**config.mk**
```make
export PLATFORM = sky130hd
export DESIGN_NAME = ssp_port
export DESIGN_NICKNAME = d
export VERILOG_FILES = /design/src/hdl/ssp_pkg.sv /design/src/hdl/ssp_baud.sv /design/src/hdl/ssp_port.sv
export SDC_FILE = /design/constraint.sdc
export NUM_CORES = 1
export LEC_CHECK = 0
export BUFFER_PORTS_ARGS = -buffer_cell sky130_fd_sc_hd__buf_4
export CAP_MARGIN = 20
export CORE_MARGIN = 8
export CORE_UTILIZATION = 36
export DETAILED_ROUTE_END_ITERATION = 16
export GPL_ROUTABILITY_DRIVEN = 0
export HOLD_SLACK_MARGIN = 0.1
export PLACE_DENSITY = 0.59
export RECOVER_POWER = 25
export SETUP_SLACK_MARGIN = 0.2
export SYNTH_ARGS = -nofsm -noshare
export SYNTH_HDL_FRONTEND = slang
export SYNTH_SLANG_ARGS = --single-unit
```
**constraint.sdc**
```tcl
create_clock -name i_core_clk -period 7.45 [get_ports i_core_clk]
set_clock_uncertainty 0.2 [all_clocks]
set_input_delay 1.49 -clock i_core_clk [delete_from_list [all_inputs] [get_ports i_core_clk]]
set_output_delay 1.49 -clock i_core_clk [all_outputs]
set_load 0.05 [all_outputs]
```
**src/hdl/ssp_pkg.sv**
```systemverilog
// Constants, register map and types for the synchronous serial shift port
package ssp_pkg;
	// Register byte offsets
	localparam logic [7:0] ADDR_CTRL = 8'h00;
	localparam logic [7:0] ADDR_BAUD = 8'h04;
	localparam logic [7:0] ADDR_TX = 8'h08;
	localparam logic [7:0] ADDR_RX = 8'h0C;
	localparam logic [7:0] ADDR_STAT = 8'h10;
	// Control word, configuration view
	localparam int FLD_WSEL_LSB = 0;
	localparam int FLD_WSEL_MSB = 3;
	localparam int FLD_MSB_FIRST = 4;
	localparam int FLD_EDGE_SEL = 5;
	localparam int FLD_IDLE_LVL = 6;
	localparam int FLD_MASTER = 7;
	localparam int FLD_ENABLE = 15;
	// Control word, status view
	localparam int FLD_CNT_LSB = 0;
	localparam int FLD_CNT_MSB = 3;
	localparam int FLD_ERR_TX = 8;
	localparam int FLD_ERR_RX = 9;
	localparam int FLD_ERR_PH = 10;
	localparam int FLD_ERR_BD = 11;
	localparam int FLD_BUSY = 12;
	// Buffer status word
	localparam int FLD_TB_FULL = 0;
	localparam int FLD_RB_FULL = 1;
	localparam int FLD_ST_BUSY = 2;
	// Reset values
	localparam logic [3:0] WSEL_RST = 4'h7;
	localparam logic [15:0] BAUD_RST = 16'h0009;
	// Word length limits
	localparam logic [4:0] WLEN_MIN = 5'h02;
	localparam logic [4:0] WLEN_MAX = 5'h10;
	// AXI responses
	localparam logic [1:0] RESP_OKAY = 2'h0;
	localparam logic [1:0] RESP_SLVERR = 2'h2;
	typedef enum logic [1:0] {SSP_IDLE, SSP_LOADED, SSP_SHIFT} ssp_state_t;
endpackage

```
**src/hdl/ssp_baud.sv**
```systemverilog
// Reload down-counter that paces the master shift clock
`timescale 1ns/10ps
`default_nettype none
module ssp_baud (
	// Clock and reset
	input wire logic i_core_clk,
	input wire logic i_rst,
	// Control
	input wire logic i_run,
	input wire logic [15:0] i_reload,
	// Half-period tick
	output logic o_tick
);
	logic [15:0] cnt_reg;

	// One tick every reload+1 cycles, two ticks per shift clock period
	always_ff @(posedge i_core_clk or posedge i_rst) begin // see (RULE17) (RULE18)
		if (i_rst) begin
			cnt_reg <= 16'h0000;
			o_tick <= 1'b0;
		end else if (!i_run) begin
			cnt_reg <= i_reload;
			o_tick <= 1'b0;
		end else if (cnt_reg == 16'h0000) begin
			cnt_reg <= i_reload;
			o_tick <= 1'b1;
		end else begin
			cnt_reg <= cnt_reg - 16'h0001;
			o_tick <= 1'b0;
		end
	end
endmodule // ssp_baud
`default_nettype wire

```
**src/hdl/ssp_port.sv**
```systemverilog
// Synchronous serial shift port with AXI4-Lite register access
// Behaviour
// (RULE1) Word length programmable from 2 to 16 bits per frame.
// (RULE2) Bit order select: 0 shifts LSB first, 1 shifts MSB first.
// (RULE3) Idle level field sets shift clock rest level; idle-high leads falling.
// (RULE4) Edge select picks shift-out edge; receive latches on the other edge.
// (RULE5) Disabled: control word shows configuration; enabled: shows status flags.
// (RULE6) Pending transmit word enters shift register once it is empty.
// (RULE7) Master starts right after loading; slave waits for external clock.
// (RULE8) Transfer start sets busy flag and pulses transmit-empty interrupt; a slave start in the same cycle as its load gives no pulse.
// (RULE9) After last bit, shift data goes to receive buffer; pulse rx-full.
// (RULE10) No pending word at frame end: busy clears when receive buffer loads.
// (RULE11) Software never writes the busy flag; hardware alone owns it.
// (RULE12) Transfer starts at least two cycles after transmit buffer write.
// (RULE13) Software tracks transfers by the interrupt pulses, not busy polling.
// (RULE14) Same number of bits received as transmitted each frame.
// (RULE15) Buffers are right-aligned, frame LSB at bit 0.
// (RULE16) Transmit bits above width ignored; receive bits above width invalid.
// (RULE17) Master clock comes from a 16-bit baud-rate generator.
// (RULE18) Baud range spans reload 0 to 65535 of the module clock.
// (RULE19) Only the master drives the shift clock; slaves take it as input.
// (RULE20) System setup makes exactly one master, all others slaves.
// (RULE21) Receive, phase, baud and transmit errors raise an interrupt pulse.
// (RULE22) Reload before frame end continues with no idle gap.
// (RULE23) Slave drives its first bit as soon as data enters shift register.
`timescale 1ns/10ps
`default_nettype none
module ssp_port
	import ssp_pkg::*;
(
	// Clock and reset
	input wire logic i_core_clk,
	input wire logic i_rst,
	// AXI4-Lite write address
	input wire logic [7:0] i_s_axi_awaddr,
	input wire logic i_s_axi_awvalid,
	output logic o_s_axi_awready,
	// AXI4-Lite write data
	input wire logic [31:0] i_s_axi_wdata,
	input wire logic [3:0] i_s_axi_wstrb,
	input wire logic i_s_axi_wvalid,
	output logic o_s_axi_wready,
	// AXI4-Lite write response
	output logic [1:0] o_s_axi_bresp,
	output logic o_s_axi_bvalid,
	input wire logic i_s_axi_bready,
	// AXI4-Lite read address
	input wire logic [7:0] i_s_axi_araddr,
	input wire logic i_s_axi_arvalid,
	output logic o_s_axi_arready,
	// AXI4-Lite read data
	output logic [31:0] o_s_axi_rdata,
	output logic [1:0] o_s_axi_rresp,
	output logic o_s_axi_rvalid,
	input wire logic i_s_axi_rready,
	// Master out line
	input wire logic i_master_out_line,
	output logic o_master_out_line,
	output logic o_master_out_line_oe,
	// Master in line
	input wire logic i_master_in_line,
	output logic o_master_in_line,
	output logic o_master_in_line_oe,
	// Shift clock
	input wire logic i_shift_clock_pin,
	output logic o_master_shift_clock_out,
	output logic o_master_shift_clock_out_oe,
	// Event pulses
	output logic o_tx_empty_irq,
	output logic o_rx_full_irq,
	output logic o_err_irq,
	output logic o_xfer_done_irq
);
	// Configuration
	logic en_reg, ms_reg, msb_reg, ph_reg, po_reg;
	logic [3:0] wsel_reg;
	logic [15:0] baud_reg;
	// Buffers
	logic [15:0] tb_reg, rb_reg;
	logic tb_full_reg, tb_full_d_reg, rb_full_reg;
	// Errors
	logic err_tx_reg, err_rx_reg, err_ph_reg, err_bd_reg;
	// Shift engine
	ssp_state_t state_reg;
	logic [15:0] sr_reg, rx_reg;
	logic [4:0] cnt_reg;
	logic sck_reg, out_reg, pre_reg, busy_reg;
	// Pin synchronisers and edge history
	logic [2:0] sync1_reg, sync2_reg;
	logic sck_prev_reg, din_prev_reg, edge_d_reg;
	// AXI state
	logic aw_hold_reg, w_hold_reg;
	logic [7:0] awaddr_reg;
	logic [15:0] wdata_reg;
	logic [1:0] wstrb_reg;

	function automatic logic first_bit(input logic [15:0] v, input logic msb,
		input logic [4:0] w);
		return msb ? v[4'(w - 5'h01)] : v[0]; // see (RULE2) (RULE16)
	endfunction

	function automatic logic [15:0] shift_tx(input logic [15:0] v, input logic msb);
		return msb ? {v[14:0], 1'b0} : {1'b0, v[15:1]};
	endfunction

	function automatic logic [15:0] merge(input logic [15:0] old, input logic [15:0] nw,
		input logic [1:0] strb);
		return {strb[1] ? nw[15:8] : old[15:8], strb[0] ? nw[7:0] : old[7:0]};
	endfunction

	// Word length, field value 0 clamps to the minimum
	logic [4:0] wlen;
	assign wlen = (wsel_reg == 4'h0) ? WLEN_MIN : {1'b0, wsel_reg} + 5'h01; // see (RULE1)

	// Two-stage synchronisers: shift clock, master in, master out
	logic [2:0] pin_raw;
	assign pin_raw = {i_master_out_line, i_master_in_line, i_shift_clock_pin};
	genvar gi;
	generate
		for (gi = 0; gi < 3; gi++) begin : g_sync
			always_ff @(posedge i_core_clk or posedge i_rst) begin
				if (i_rst) begin
					sync1_reg[gi] <= 1'b0;
					sync2_reg[gi] <= 1'b0;
				end else begin
					sync1_reg[gi] <= pin_raw[gi];
					sync2_reg[gi] <= sync1_reg[gi];
				end
			end
		end
	endgenerate

	logic s_sck, din;
	assign s_sck = sync2_reg[0];
	assign din = ms_reg ? sync2_reg[1] : sync2_reg[2];

	// Baud generator
	logic tick;
	ssp_baud u_baud (
		.i_core_clk(i_core_clk),
		.i_rst(i_rst),
		.i_run(en_reg && ms_reg), // see (RULE17)
		.i_reload(baud_reg),
		.o_tick(tick)
	);

	// Edge events
	logic m_edge, s_edge, ev_lead, ev_trail, latch_evt, shift_evt, act;
	assign m_edge = ms_reg && tick && (state_reg == SSP_SHIFT);
	assign s_edge = !ms_reg && (s_sck != sck_prev_reg);
	// Leading edge leaves the idle level
	assign ev_lead = ms_reg ? (m_edge && sck_reg == po_reg)
		: (s_edge && s_sck != po_reg); // see (RULE3)
	assign ev_trail = ms_reg ? (m_edge && sck_reg != po_reg)
		: (s_edge && s_sck == po_reg);
	assign shift_evt = ph_reg ? ev_lead : ev_trail; // see (RULE4)
	assign latch_evt = ph_reg ? ev_trail : ev_lead;
	assign act = ms_reg || (state_reg == SSP_SHIFT) || ev_lead;

	// Receive assembly and frame completion
	logic [15:0] rx_in, rx_fin, rx_align;
	logic [4:0] cnt_eff;
	logic done, load_ok, load, start_s, tx_err_evt, tx_empty_evt;
	assign rx_in = msb_reg ? {rx_reg[14:0], din} : {din, rx_reg[15:1]};
	assign rx_fin = latch_evt ? rx_in : rx_reg;
	assign rx_align = msb_reg ? rx_fin : rx_fin >> (WLEN_MAX - wlen); // see (RULE15)
	assign cnt_eff = ph_reg ? cnt_reg + 5'h01 : cnt_reg;
	assign done = act && ev_trail && (state_reg == SSP_SHIFT) && (cnt_eff == wlen); // see (RULE14)
	// Word becomes loadable only one cycle after it is seen
	assign load_ok = tb_full_reg && tb_full_d_reg; // see (RULE12)
	assign load = load_ok && (done || (state_reg == SSP_IDLE && (!ms_reg || tick))); // see (RULE6)
	assign start_s = !ms_reg && (state_reg != SSP_SHIFT) && ev_lead; // see (RULE7)
	assign tx_err_evt = start_s && (state_reg == SSP_IDLE) && !load;
	assign tx_empty_evt = (load && (ms_reg || done)) || (start_s && state_reg == SSP_LOADED); // see (RULE8)

	// AXI write path
	logic wr_do, wr_ctrl, wr_baud, wr_tx, wr_hit;
	assign wr_do = aw_hold_reg && w_hold_reg && !o_s_axi_bvalid;
	assign wr_ctrl = wr_do && (awaddr_reg == ADDR_CTRL);
	assign wr_baud = wr_do && (awaddr_reg == ADDR_BAUD);
	assign wr_tx = wr_do && (awaddr_reg == ADDR_TX);
	assign wr_hit = wr_ctrl || wr_baud || wr_tx || (awaddr_reg == ADDR_RX)
		|| (awaddr_reg == ADDR_STAT);

	always_ff @(posedge i_core_clk or posedge i_rst) begin
		if (i_rst) begin
			o_s_axi_awready <= 1'b0;
			aw_hold_reg <= 1'b0;
			awaddr_reg <= 8'h00;
		end else if (i_s_axi_awvalid && o_s_axi_awready) begin
			o_s_axi_awready <= 1'b0;
			aw_hold_reg <= 1'b1;
			awaddr_reg <= {i_s_axi_awaddr[7:2], 2'b00};
		end else begin
			if (wr_do) aw_hold_reg <= 1'b0;
			o_s_axi_awready <= !aw_hold_reg && !o_s_axi_bvalid;
		end
	end

	always_ff @(posedge i_core_clk or posedge i_rst) begin
		if (i_rst) begin
			o_s_axi_wready <= 1'b0;
			w_hold_reg <= 1'b0;
			wdata_reg <= 16'h0000;
			wstrb_reg <= 2'h0;
		end else if (i_s_axi_wvalid && o_s_axi_wready) begin
			o_s_axi_wready <= 1'b0;
			w_hold_reg <= 1'b1;
			wdata_reg <= i_s_axi_wdata[15:0];
			wstrb_reg <= i_s_axi_wstrb[1:0];
		end else begin
			if (wr_do) w_hold_reg <= 1'b0;
			o_s_axi_wready <= !w_hold_reg && !o_s_axi_bvalid;
		end
	end

	always_ff @(posedge i_core_clk or posedge i_rst) begin
		if (i_rst) begin
			o_s_axi_bvalid <= 1'b0;
			o_s_axi_bresp <= RESP_OKAY;
		end else if (wr_do) begin
			o_s_axi_bvalid <= 1'b1;
			o_s_axi_bresp <= wr_hit ? RESP_OKAY : RESP_SLVERR;
		end else if (i_s_axi_bready) begin
			o_s_axi_bvalid <= 1'b0;
		end
	end

	// Configuration is frozen while enabled except for the enable bit
	logic [15:0] ctrl_wd;
	assign ctrl_wd = merge(16'h0000, wdata_reg, wstrb_reg);
	always_ff @(posedge i_core_clk or posedge i_rst) begin
		if (i_rst) begin
			en_reg <= 1'b0;
			ms_reg <= 1'b0;
			msb_reg <= 1'b0;
			ph_reg <= 1'b0;
			po_reg <= 1'b0;
			wsel_reg <= WSEL_RST;
			baud_reg <= BAUD_RST;
		end else begin
			if (wr_ctrl && wstrb_reg[1]) en_reg <= ctrl_wd[FLD_ENABLE];
			if (wr_ctrl && !en_reg && wstrb_reg[0]) begin
				wsel_reg <= ctrl_wd[FLD_WSEL_MSB:FLD_WSEL_LSB];
				msb_reg <= ctrl_wd[FLD_MSB_FIRST];
				ph_reg <= ctrl_wd[FLD_EDGE_SEL];
				po_reg <= ctrl_wd[FLD_IDLE_LVL];
				ms_reg <= ctrl_wd[FLD_MASTER];
			end
			if (wr_baud && !en_reg) baud_reg <= merge(baud_reg, wdata_reg, wstrb_reg); // see (RULE18)
		end
	end

	// Transmit buffer; a write in the take cycle keeps it full
	always_ff @(posedge i_core_clk or posedge i_rst) begin
		if (i_rst) begin
			tb_reg <= 16'h0000;
			tb_full_reg <= 1'b0;
			tb_full_d_reg <= 1'b0;
		end else begin
			if (wr_tx) begin
				tb_reg <= merge(tb_reg, wdata_reg, wstrb_reg);
				tb_full_reg <= 1'b1;
			end else if (load) begin
				tb_full_reg <= 1'b0;
			end
			tb_full_d_reg <= tb_full_reg && !load && !wr_tx; // see (RULE12)
		end
	end

	// AXI read path; reading the receive buffer empties it
	logic rd_take, rd_rx;
	assign rd_take = i_s_axi_arvalid && o_s_axi_arready;
	assign rd_rx = rd_take && ({i_s_axi_araddr[7:2], 2'b00} == ADDR_RX);

	always_ff @(posedge i_core_clk or posedge i_rst) begin
		if (i_rst) begin
			rb_reg <= 16'h0000;
			rb_full_reg <= 1'b0;
		end else if (done) begin
			rb_reg <= rx_align; // see (RULE9) (RULE16)
			rb_full_reg <= 1'b1;
		end else if (rd_rx) begin
			rb_full_reg <= 1'b0;
		end
	end

	logic [15:0] rd_ctrl, rd_stat, rd_val;
	logic rd_hit;
	always_comb begin
		rd_ctrl = 16'h0000;
		rd_stat = 16'h0000;
		rd_ctrl[FLD_ENABLE] = en_reg;
		if (en_reg) begin // see (RULE5)
			rd_ctrl[FLD_CNT_MSB:FLD_CNT_LSB] = cnt_reg[3:0];
			rd_ctrl[FLD_ERR_TX] = err_tx_reg;
			rd_ctrl[FLD_ERR_RX] = err_rx_reg;
			rd_ctrl[FLD_ERR_PH] = err_ph_reg;
			rd_ctrl[FLD_ERR_BD] = err_bd_reg;
			rd_ctrl[FLD_BUSY] = busy_reg;
		end else begin
			rd_ctrl[FLD_WSEL_MSB:FLD_WSEL_LSB] = wsel_reg;
			rd_ctrl[FLD_MSB_FIRST] = msb_reg;
			rd_ctrl[FLD_EDGE_SEL] = ph_reg;
			rd_ctrl[FLD_IDLE_LVL] = po_reg;
			rd_ctrl[FLD_MASTER] = ms_reg;
		end
		rd_stat[FLD_TB_FULL] = tb_full_reg;
		rd_stat[FLD_RB_FULL] = rb_full_reg;
		rd_stat[FLD_ST_BUSY] = busy_reg;
		rd_hit = 1'b1;
		unique case ({i_s_axi_araddr[7:2], 2'b00})
			ADDR_CTRL: rd_val = rd_ctrl;
			ADDR_BAUD: rd_val = baud_reg;
			ADDR_TX: rd_val = tb_reg;
			ADDR_RX: rd_val = rb_reg;
			ADDR_STAT: rd_val = rd_stat;
			default: begin
				rd_val = 16'h0000;
				rd_hit = 1'b0;
			end
		endcase
	end

	always_ff @(posedge i_core_clk or posedge i_rst) begin
		if (i_rst) begin
			o_s_axi_arready <= 1'b0;
			o_s_axi_rvalid <= 1'b0;
			o_s_axi_rdata <= 32'h00000000;
			o_s_axi_rresp <= RESP_OKAY;
		end else if (rd_take) begin
			o_s_axi_arready <= 1'b0;
			o_s_axi_rvalid <= 1'b1;
			o_s_axi_rdata <= {16'h0000, rd_val};
			o_s_axi_rresp <= rd_hit ? RESP_OKAY : RESP_SLVERR;
		end else begin
			if (i_s_axi_rready) o_s_axi_rvalid <= 1'b0;
			o_s_axi_arready <= !o_s_axi_rvalid;
		end
	end

	// Edge history for slave edge detection and timing checks
	always_ff @(posedge i_core_clk or posedge i_rst) begin
		if (i_rst) begin
			sck_prev_reg <= 1'b0;
			din_prev_reg <= 1'b0;
			edge_d_reg <= 1'b0;
		end else begin
			sck_prev_reg <= s_sck;
			din_prev_reg <= din;
			edge_d_reg <= s_edge;
		end
	end

	// Error flags, W1C through the status view; a new event wins over the clear
	logic clr_ok;
	assign clr_ok = wr_ctrl && en_reg && wstrb_reg[1];
	logic ev_rx_err, ev_ph_err, ev_bd_err;
	assign ev_rx_err = done && rb_full_reg && !rd_rx;
	assign ev_ph_err = !ms_reg && act && latch_evt && (din != din_prev_reg);
	assign ev_bd_err = s_edge && edge_d_reg;
	always_ff @(posedge i_core_clk or posedge i_rst) begin // see (RULE21)
		if (i_rst) begin
			err_tx_reg <= 1'b0;
			err_rx_reg <= 1'b0;
			err_ph_reg <= 1'b0;
			err_bd_reg <= 1'b0;
		end else begin
			err_tx_reg <= tx_err_evt || (err_tx_reg && !(clr_ok && ctrl_wd[FLD_ERR_TX]));
			err_rx_reg <= ev_rx_err || (err_rx_reg && !(clr_ok && ctrl_wd[FLD_ERR_RX]));
			err_ph_reg <= ev_ph_err || (err_ph_reg && !(clr_ok && ctrl_wd[FLD_ERR_PH]));
			err_bd_reg <= ev_bd_err || (err_bd_reg && !(clr_ok && ctrl_wd[FLD_ERR_BD]));
		end
	end

	// Shift engine
	always_ff @(posedge i_core_clk or posedge i_rst) begin
		if (i_rst) begin
			state_reg <= SSP_IDLE;
			sr_reg <= 16'h0000;
			rx_reg <= 16'h0000;
			cnt_reg <= 5'h00;
			sck_reg <= 1'b0;
			out_reg <= 1'b0;
			pre_reg <= 1'b0;
			busy_reg <= 1'b0;
		end else if (!en_reg) begin
			// Clock rests at its idle level before the pin driver turns on
			state_reg <= SSP_IDLE;
			cnt_reg <= 5'h00;
			sck_reg <= po_reg;
			pre_reg <= 1'b0;
			busy_reg <= 1'b0;
		end else begin
			if (m_edge) sck_reg <= ~sck_reg;
			if (act && latch_evt) begin
				rx_reg <= rx_in;
				cnt_reg <= cnt_reg + 5'h01; // see (RULE14)
			end
			if (act && shift_evt && !done) begin
				if (pre_reg) begin
					pre_reg <= 1'b0;
				end else begin
					out_reg <= first_bit(sr_reg, msb_reg, wlen);
					sr_reg <= shift_tx(sr_reg, msb_reg);
				end
			end
			// First bit goes out on load; leading-edge shifting skips its first edge
			if (load) begin
				out_reg <= first_bit(tb_reg, msb_reg, wlen); // see (RULE23)
				sr_reg <= shift_tx(tb_reg, msb_reg);
				pre_reg <= ph_reg;
			end
			unique case (state_reg)
				SSP_IDLE: begin
					if (start_s) begin
						state_reg <= SSP_SHIFT;
						busy_reg <= 1'b1;
					end else if (load) begin
						state_reg <= ms_reg ? SSP_SHIFT : SSP_LOADED; // see (RULE7)
						busy_reg <= ms_reg; // see (RULE8)
					end
				end
				SSP_LOADED: begin
					if (start_s) begin
						state_reg <= SSP_SHIFT;
						busy_reg <= 1'b1; // see (RULE8)
					end
				end
				SSP_SHIFT: begin
					if (done) begin
						cnt_reg <= 5'h00;
						// Reloaded word continues with no gap
						if (!load) begin // see (RULE22)
							state_reg <= SSP_IDLE;
							busy_reg <= 1'b0; // see (RULE10) (RULE11)
						end
					end
				end
				default: begin
					state_reg <= SSP_IDLE;
					busy_reg <= 1'b0;
				end
			endcase
		end
	end

	// Pin enables and event pulses
	always_ff @(posedge i_core_clk or posedge i_rst) begin
		if (i_rst) begin
			o_master_out_line_oe <= 1'b0;
			o_master_in_line_oe <= 1'b0;
			o_master_shift_clock_out_oe <= 1'b0;
			o_tx_empty_irq <= 1'b0;
			o_rx_full_irq <= 1'b0;
			o_err_irq <= 1'b0;
			o_xfer_done_irq <= 1'b0;
		end else begin
			o_master_out_line_oe <= en_reg && ms_reg;
			o_master_in_line_oe <= en_reg && !ms_reg;
			o_master_shift_clock_out_oe <= en_reg && ms_reg; // see (RULE19)
			o_tx_empty_irq <= en_reg && tx_empty_evt; // see (RULE8)
			o_rx_full_irq <= en_reg && done; // see (RULE9)
			o_err_irq <= en_reg && (tx_err_evt || ev_rx_err || ev_ph_err || ev_bd_err); // see (RULE21)
			o_xfer_done_irq <= en_reg && done && !load;
		end
	end

	assign o_master_out_line = out_reg;
	assign o_master_in_line = out_reg;
	assign o_master_shift_clock_out = sck_reg;
endmodule // ssp_port
`default_nettype wire

```
==> results.cfg, run 1 <==
[sta]
grt_setup_unrepaired = false
tightest_slew_ns = 1.07
fmax_mhz = 223
setup_viol = 0
slew_headroom_pct = 28.6
final.min_clock_period_ns = 4.47
slew_viol_final = 0
hold_ws_ns = 0.151
fin_crit_sh_pct = 60.1
hold_viol = 0
finalSetupTns_ns = 0

[floorplanning]
dieArea_sq_um = 34900
ios = 113
fp.dieW_um = 187
die_h_um = 187
start_util_pct = 36.6
core.rowCount = 62
core_sq_um = 28700

[routing]
drtIter0Drc = 796
wl_per_cell_um = 20.2
vias = 8142
route.detailed.drc = 0
wirelength_mm = 29.5
viasPerCell = 5.57
dr.pass1.iters = 5
ant_nets = 0

[worst_setup_path]
arrival_ns = 4.60
critPathMaxFanout = 18
cp.depth = 9
cp_data_required_time_ns = 7.57
crit_chain = clkbuf_1 -> and4b_1 -> nor2b_1 -> o21ai_0 -> o211a_1 -> nor4_1 -> mux2i_1 -> and2_0 -> o32a_1
cpPeakStageDelay_ns = 0.79
reg2regPathDepth = 9
path_class = reg -> reg
reg2reg_to = rb_reg[1]$_DFFE_PP0P_
r2r-start = ms_reg$_DFFE_PP0P_
regToRegSetupSlack_ns = 2.98
cp-end-kind = flop
worst_path_max_delay_cell = clkbuf_1
cp_top_family = simple AND/OR/NAND/NOR gates
cp_num_buf_inv = 1
start_kind = flop

[worst_hold_path]
hold_start = sync1_reg[1]$_DFF_PP0_
min_path_type = reg -> reg
holdPathStages = 0
hold_path_end = sync2_reg[1]$_DFF_PP0_

[finish]
mostFrequentLayoutCells = dfrtp_1, nand2_1, nor2_1
num-nets-final = 1133
multi_input_area_sq_um = 5380
final_common_cell = dfrtp_1
drive_gt1_share_pct = 21.4
syn_to_final_growth_pct = 13.1
antenna_cells = 0
fill_cells = 2869
regArea_sq_um = 4710

[yosys]
ys_warn_count = 0
synth_area_leaders = dfrtp_1, mux2_2, mux2i_1
synth_cell_type_count = 84
seq_area_frac_synth_pct = 44.8
netlist_instances = 1024
synthArstFlopShare_pct = 100
synth-edff-count = 0
syn_area_sq_um = 10500
ys.flop_type = dfrtp_1
synth_top_cell_area_share_pct = 43.6
yosysTopAreaCell = dfrtp_1
ys_ff_latch = 188
synth.avg_cell_area_sq_um = 10.3

[cts]
clk_latency_ns = 0.44
cts_tree = built
path_clk_slew_ns = 0.08
root_buffer = clkbuf_16
postCtsHoldBufs = 0
cts-buffers-inserted = 17
cts.path.max_buffers = 2
post_cts_buffers = 0
post_cts_resize_count = 0
cts_sinks = 188
htree_num_levels = 4

[pwr]
p_per_area_nw_per_um2 = 333
ir_worst_vdd_uv = 178
p_leak_nw = 5.30

[outcome]
status = complete, no violations

[grt]
gr-max-usage-layer = met2
grt.met2_usage_pct = 26.3
grt_max_degree = 132
grt_overflow_total = 0
met1_usage_pct = 23.3
grt_pass1_vias = 8048
gr-usage-met3_pct = 2.80
antenna_found_initial = 0
grt_pass1_wl_mm = 47.1
globalRouteTotalUtil_pct = 16.8

[run]
cap_violations = 0

[placed_design]
numPortBuffers = 72
dpl.hpwl_mm = 21.4
cell families (layout without fill, tap and decap cells):
kind of cell	Yosys count	after routing	share of synthesized area, %
xor+xnor	34	34	3.11
buf+inv	97	134	4.66
other cells	1	18	0.0357
simple gates	291	291	13.7
flops	188	188	44.8
mux	155	155	16.5
fa+ha+maj	6	6	0.715
compound gates	252	252	16.4
per-stage QoR:
step           power (W)  setup WS [ns]  cell area (sq um)  std cells  util (%)
4_1_cts          0.00397           3.03              11900       1462      41.4
2_1_floorplan    0.00259          0.654              10600       1041         -
3_5_place_dp     0.00302           3.09              11300       1430      39.3
3_3_place_gp     0.00300           3.11              11300       1430      39.3
5_1_grt          0.00420           2.66              11900       1462      41.4
6_report         0.00396           2.98              11900       1462      41.4
cell usage after synthesis, drive strengths merged (3+ instances only):
library cell and number:
a211oi 6, a21boi 6, a21o 12, a21oi 54
a221oi 24, a222oi 5, a22o 8, a22oi 14
a31oi 11, and2 8, and3 8, buf 38
clkbuf 41, dfrtp 183, dfstp 5, ha 6
inv 17, mux2 89, mux2i 63, mux4 3
nand2 85, nand2b 6, nand3 11, nand4 3
nor2 82, nor2b 14, nor3 30, nor3b 7
nor4 9, nor4b 3, o211ai 15, o21a 11
o21ai 58, o221ai 3, o2bb2ai 3, o311ai 3
or2 4, or3 9, xnor2 19, xor2 13
cell type report:
| cell class | count | share of cell area, % |
|---|---|---|
| sequential | 188 | 39.6 |
| inverter | 18 | 0.632 |
| tap | 384 | 4.04 |
| clock buffer | 17 | 3.58 |
| timing repair buffer | 84 | 5.24 |
| clock inverter | 15 | 1.60 |
| multi-input combinational | 756 | 45.3 |
metal layers:
metal  part of all wire [%]  vias up  routed length, um
met3                    5.0       34               1480
met2                     46      225              13600
li1                       -     3791                  -
met5                      0        -                  0
met1                     47     4092              13800
met4                    1.9        0                571
where the power goes:
group / total (W) / internal (W) / leakage (nW) / switching, W
logic: 0.00154 / 0.000618 / 2.51 / 0.000926
clock network: 0.000941 / 0.000460 / 0.298 / 0.000481
registers: 0.00148 / 0.00121 / 2.49 / 0.000266
total: 0.00396 / 0.00229 / 5.30 / 0.00167
how the worst max path moves through the flow:
stage / startpoint / to
2_1_floorplan: i_rst / aw_hold_reg$_DFFE_PP0P_
3_3_place_gp: wsel_reg[0]$_DFFE_PP1P_ / sr_reg[14]$_DFFE_PP0P_
3_5_place_dp: wsel_reg[0]$_DFFE_PP1P_ / sr_reg[13]$_DFFE_PP0P_
4_1_cts: wsel_reg[0]$_DFFE_PP1P_ / sr_reg[14]$_DFFE_PP0P_
5_1_grt: ms_reg$_DFFE_PP0P_ / rb_reg[1]$_DFFE_PP0P_
6_report: ms_reg$_DFFE_PP0P_ / rb_reg[1]$_DFFE_PP0P_
(Power assumes the default switching activity.)
==> run 2: changes to the inputs <==
clock period = 4.65 ns   (was 7.45 ns; I/O delays follow)
==> results.cfg, run 2 (same netlist as run 1, synthesis figures left out) <==
[routing]
wl_per_cell_um = 20.2
wl_met3_mm = 2.06
route.detailed.drc = 0
top_layer_used = met4
viasPerCell = 5.53
routed-wl-met2_mm = 13.4
wirelength_mm = 29.9
ant_nets = 0
drtIter0Drc = 765
vias = 8165
met1_length_mm = 13.9
dr.pass1.iters = 6

[worst_hold_path]
hold_path_end = sync2_reg[2]$_DFF_PP0_
min_path_type = reg -> reg
hold_start = sync1_reg[2]$_DFF_PP0_
holdPathStages = 0

[worst_setup_path]
critPathMaxFanout = 21
arrival_ns = 3.91
reg2regPathDepth = 10
r2r-start = wsel_reg[0]$_DFFE_PP1P_
regToRegSetupSlack_ns = 0.85
cp-end-kind = flop
path_class = reg -> reg
reg2reg_to = o_err_irq$_DFF_PP0_
start_kind = flop
cp_data_required_time_ns = 4.76

[sta]
slew_headroom_pct = -16.0
fin_crit_sh_pct = 81.8
tightest_slew_ns = 1.73
fmax_mhz = 263
hold_viol = 0
setup_viol = 0
setup_slack_ns = 0.847
finalSetupTns_ns = 0
slew_viol_final = 108
final.min_clock_period_ns = 3.80
grt_setup_unrepaired = false

[cts]
htree_num_levels = 4
clk_latency_ns = 0.44
path_clk_slew_ns = 0.08
cts_tree = built
post_cts_resize_count = 0
cts.path.max_buffers = 2
postCtsHoldBufs = 0
cts_sinks = 188
post_cts_buffers = 0
root_buffer = clkbuf_16
cts-buffers-inserted = 17

[placed_design]
place_ws_ns = 0.899
dpl.hpwl_mm = 22.2
numPortBuffers = 72

[finish]
regArea_sq_um = 4710
antenna_cells = 0
syn_to_final_growth_pct = 14.2
multi_input_area_sq_um = 5380
drive_gt1_share_pct = 22.5
mostFrequentLayoutCells = dfrtp_1, buf_4, nand2_1
num-nets-final = 1149
final_common_cell = dfrtp_1
fill_cells = 2817

[grt]
grt_overflow_total = 0
grt_pass1_wl_mm = 47.7
globalRouteTotalUtil_pct = 17.1
antenna_found_initial = 1
grt_max_degree = 84
grt_pass1_vias = 8287

[pwr]
p_per_area_nw_per_um2 = 534
ir_worst_vdd_uv = 243
power_w = 0.00641
p_leak_nw = 5.37

[run]
cap_violations = 2

[floorplanning]
core.rowCount = 62
start_util_pct = 36.6
fp.dieW_um = 187
ios = 113
die_h_um = 187
core_sq_um = 28700
dieArea_sq_um = 34900

[outcome]
violations = capacitance limit, slew limit
status = finished, violations left
==> run 2: layout make-up <==
class                           instances  share of cell area (%)
Clock buffer                           17                    3.55
Clock inverter                         14                    1.48
Inverter                               18                   0.574
Multi-Input combinational cell        756                    44.8
Sequential cell                       188                    39.3
Tap cell                              384                    4.01
Timing Repair Buffer                  100                    6.28
==> run 2: report_power, final <==
group / leakage, nW / total (W) / switching [W] / internal [W]
sequential: 2.49 / 0.00233 / 0.000390 / 0.00194
combinational: 2.59 / 0.00258 / 0.00155 / 0.00103
clock: 0.292 / 0.00150 / 0.000727 / 0.000774
total: 5.37 / 0.00641 / 0.00266 / 0.00374
==> run 2: layer usage <==
metal | up-vias | track usage (%)
met4 | 0 | 5.10
li1 | 3827 | -
met5 | - | 0
met2 | 283 | 26.2
met1 | 4016 | 23.8
met3 | 39 | 3.56
==> run 2: worst max-delay path by stage <==
stage	startpoint	endpoint	slack (ns)	depth (start not counted)
global route	ph_reg$_DFFE_PP0P_	rb_reg[9]$_DFFE_PP0P_	0.57	8
finish	wsel_reg[0]$_DFFE_PP1P_	o_err_irq$_DFF_PP0_	0.85	10
floorplan	wsel_reg[0]$_DFFE_PP1P_	sr_reg[10]$_DFFE_PP0P_	1.08	12
detailed placement	wsel_reg[0]$_DFFE_PP1P_	o_err_irq$_DFF_PP0_	0.90	10
global placement	wsel_reg[0]$_DFFE_PP1P_	o_err_irq$_DFF_PP0_	0.91	10
CTS	wsel_reg[0]$_DFFE_PP1P_	o_err_irq$_DFF_PP0_	0.89	10
==> run 2: stage by stage <==
step                hold slack [ns]  std cells  util [%]  instance area [sq um]
global placement              0.136       1446      39.8                  11400
CTS                           0.153       1477      41.9                  12000
floorplan                     0.131       1041         -                  10600
finish                        0.150       1477      41.8                  12000
global route                  0.158       1477      41.8                  12000
detailed placement            0.137       1446      39.8                  11400
==> run 2: worst max-delay path, stage by stage, from the launching register on <==
cell and delay (ns):
dfstp_2 0.53, buf_4 0.28, ha_1 0.33, nand3_1 0.13, xor2_1 0.30, and4b_4 0.26, a311oi_4 0.38, or3_1 0.59
nor2_1 0.16, a2111oi_0 0.41, nor2b_1 0.09
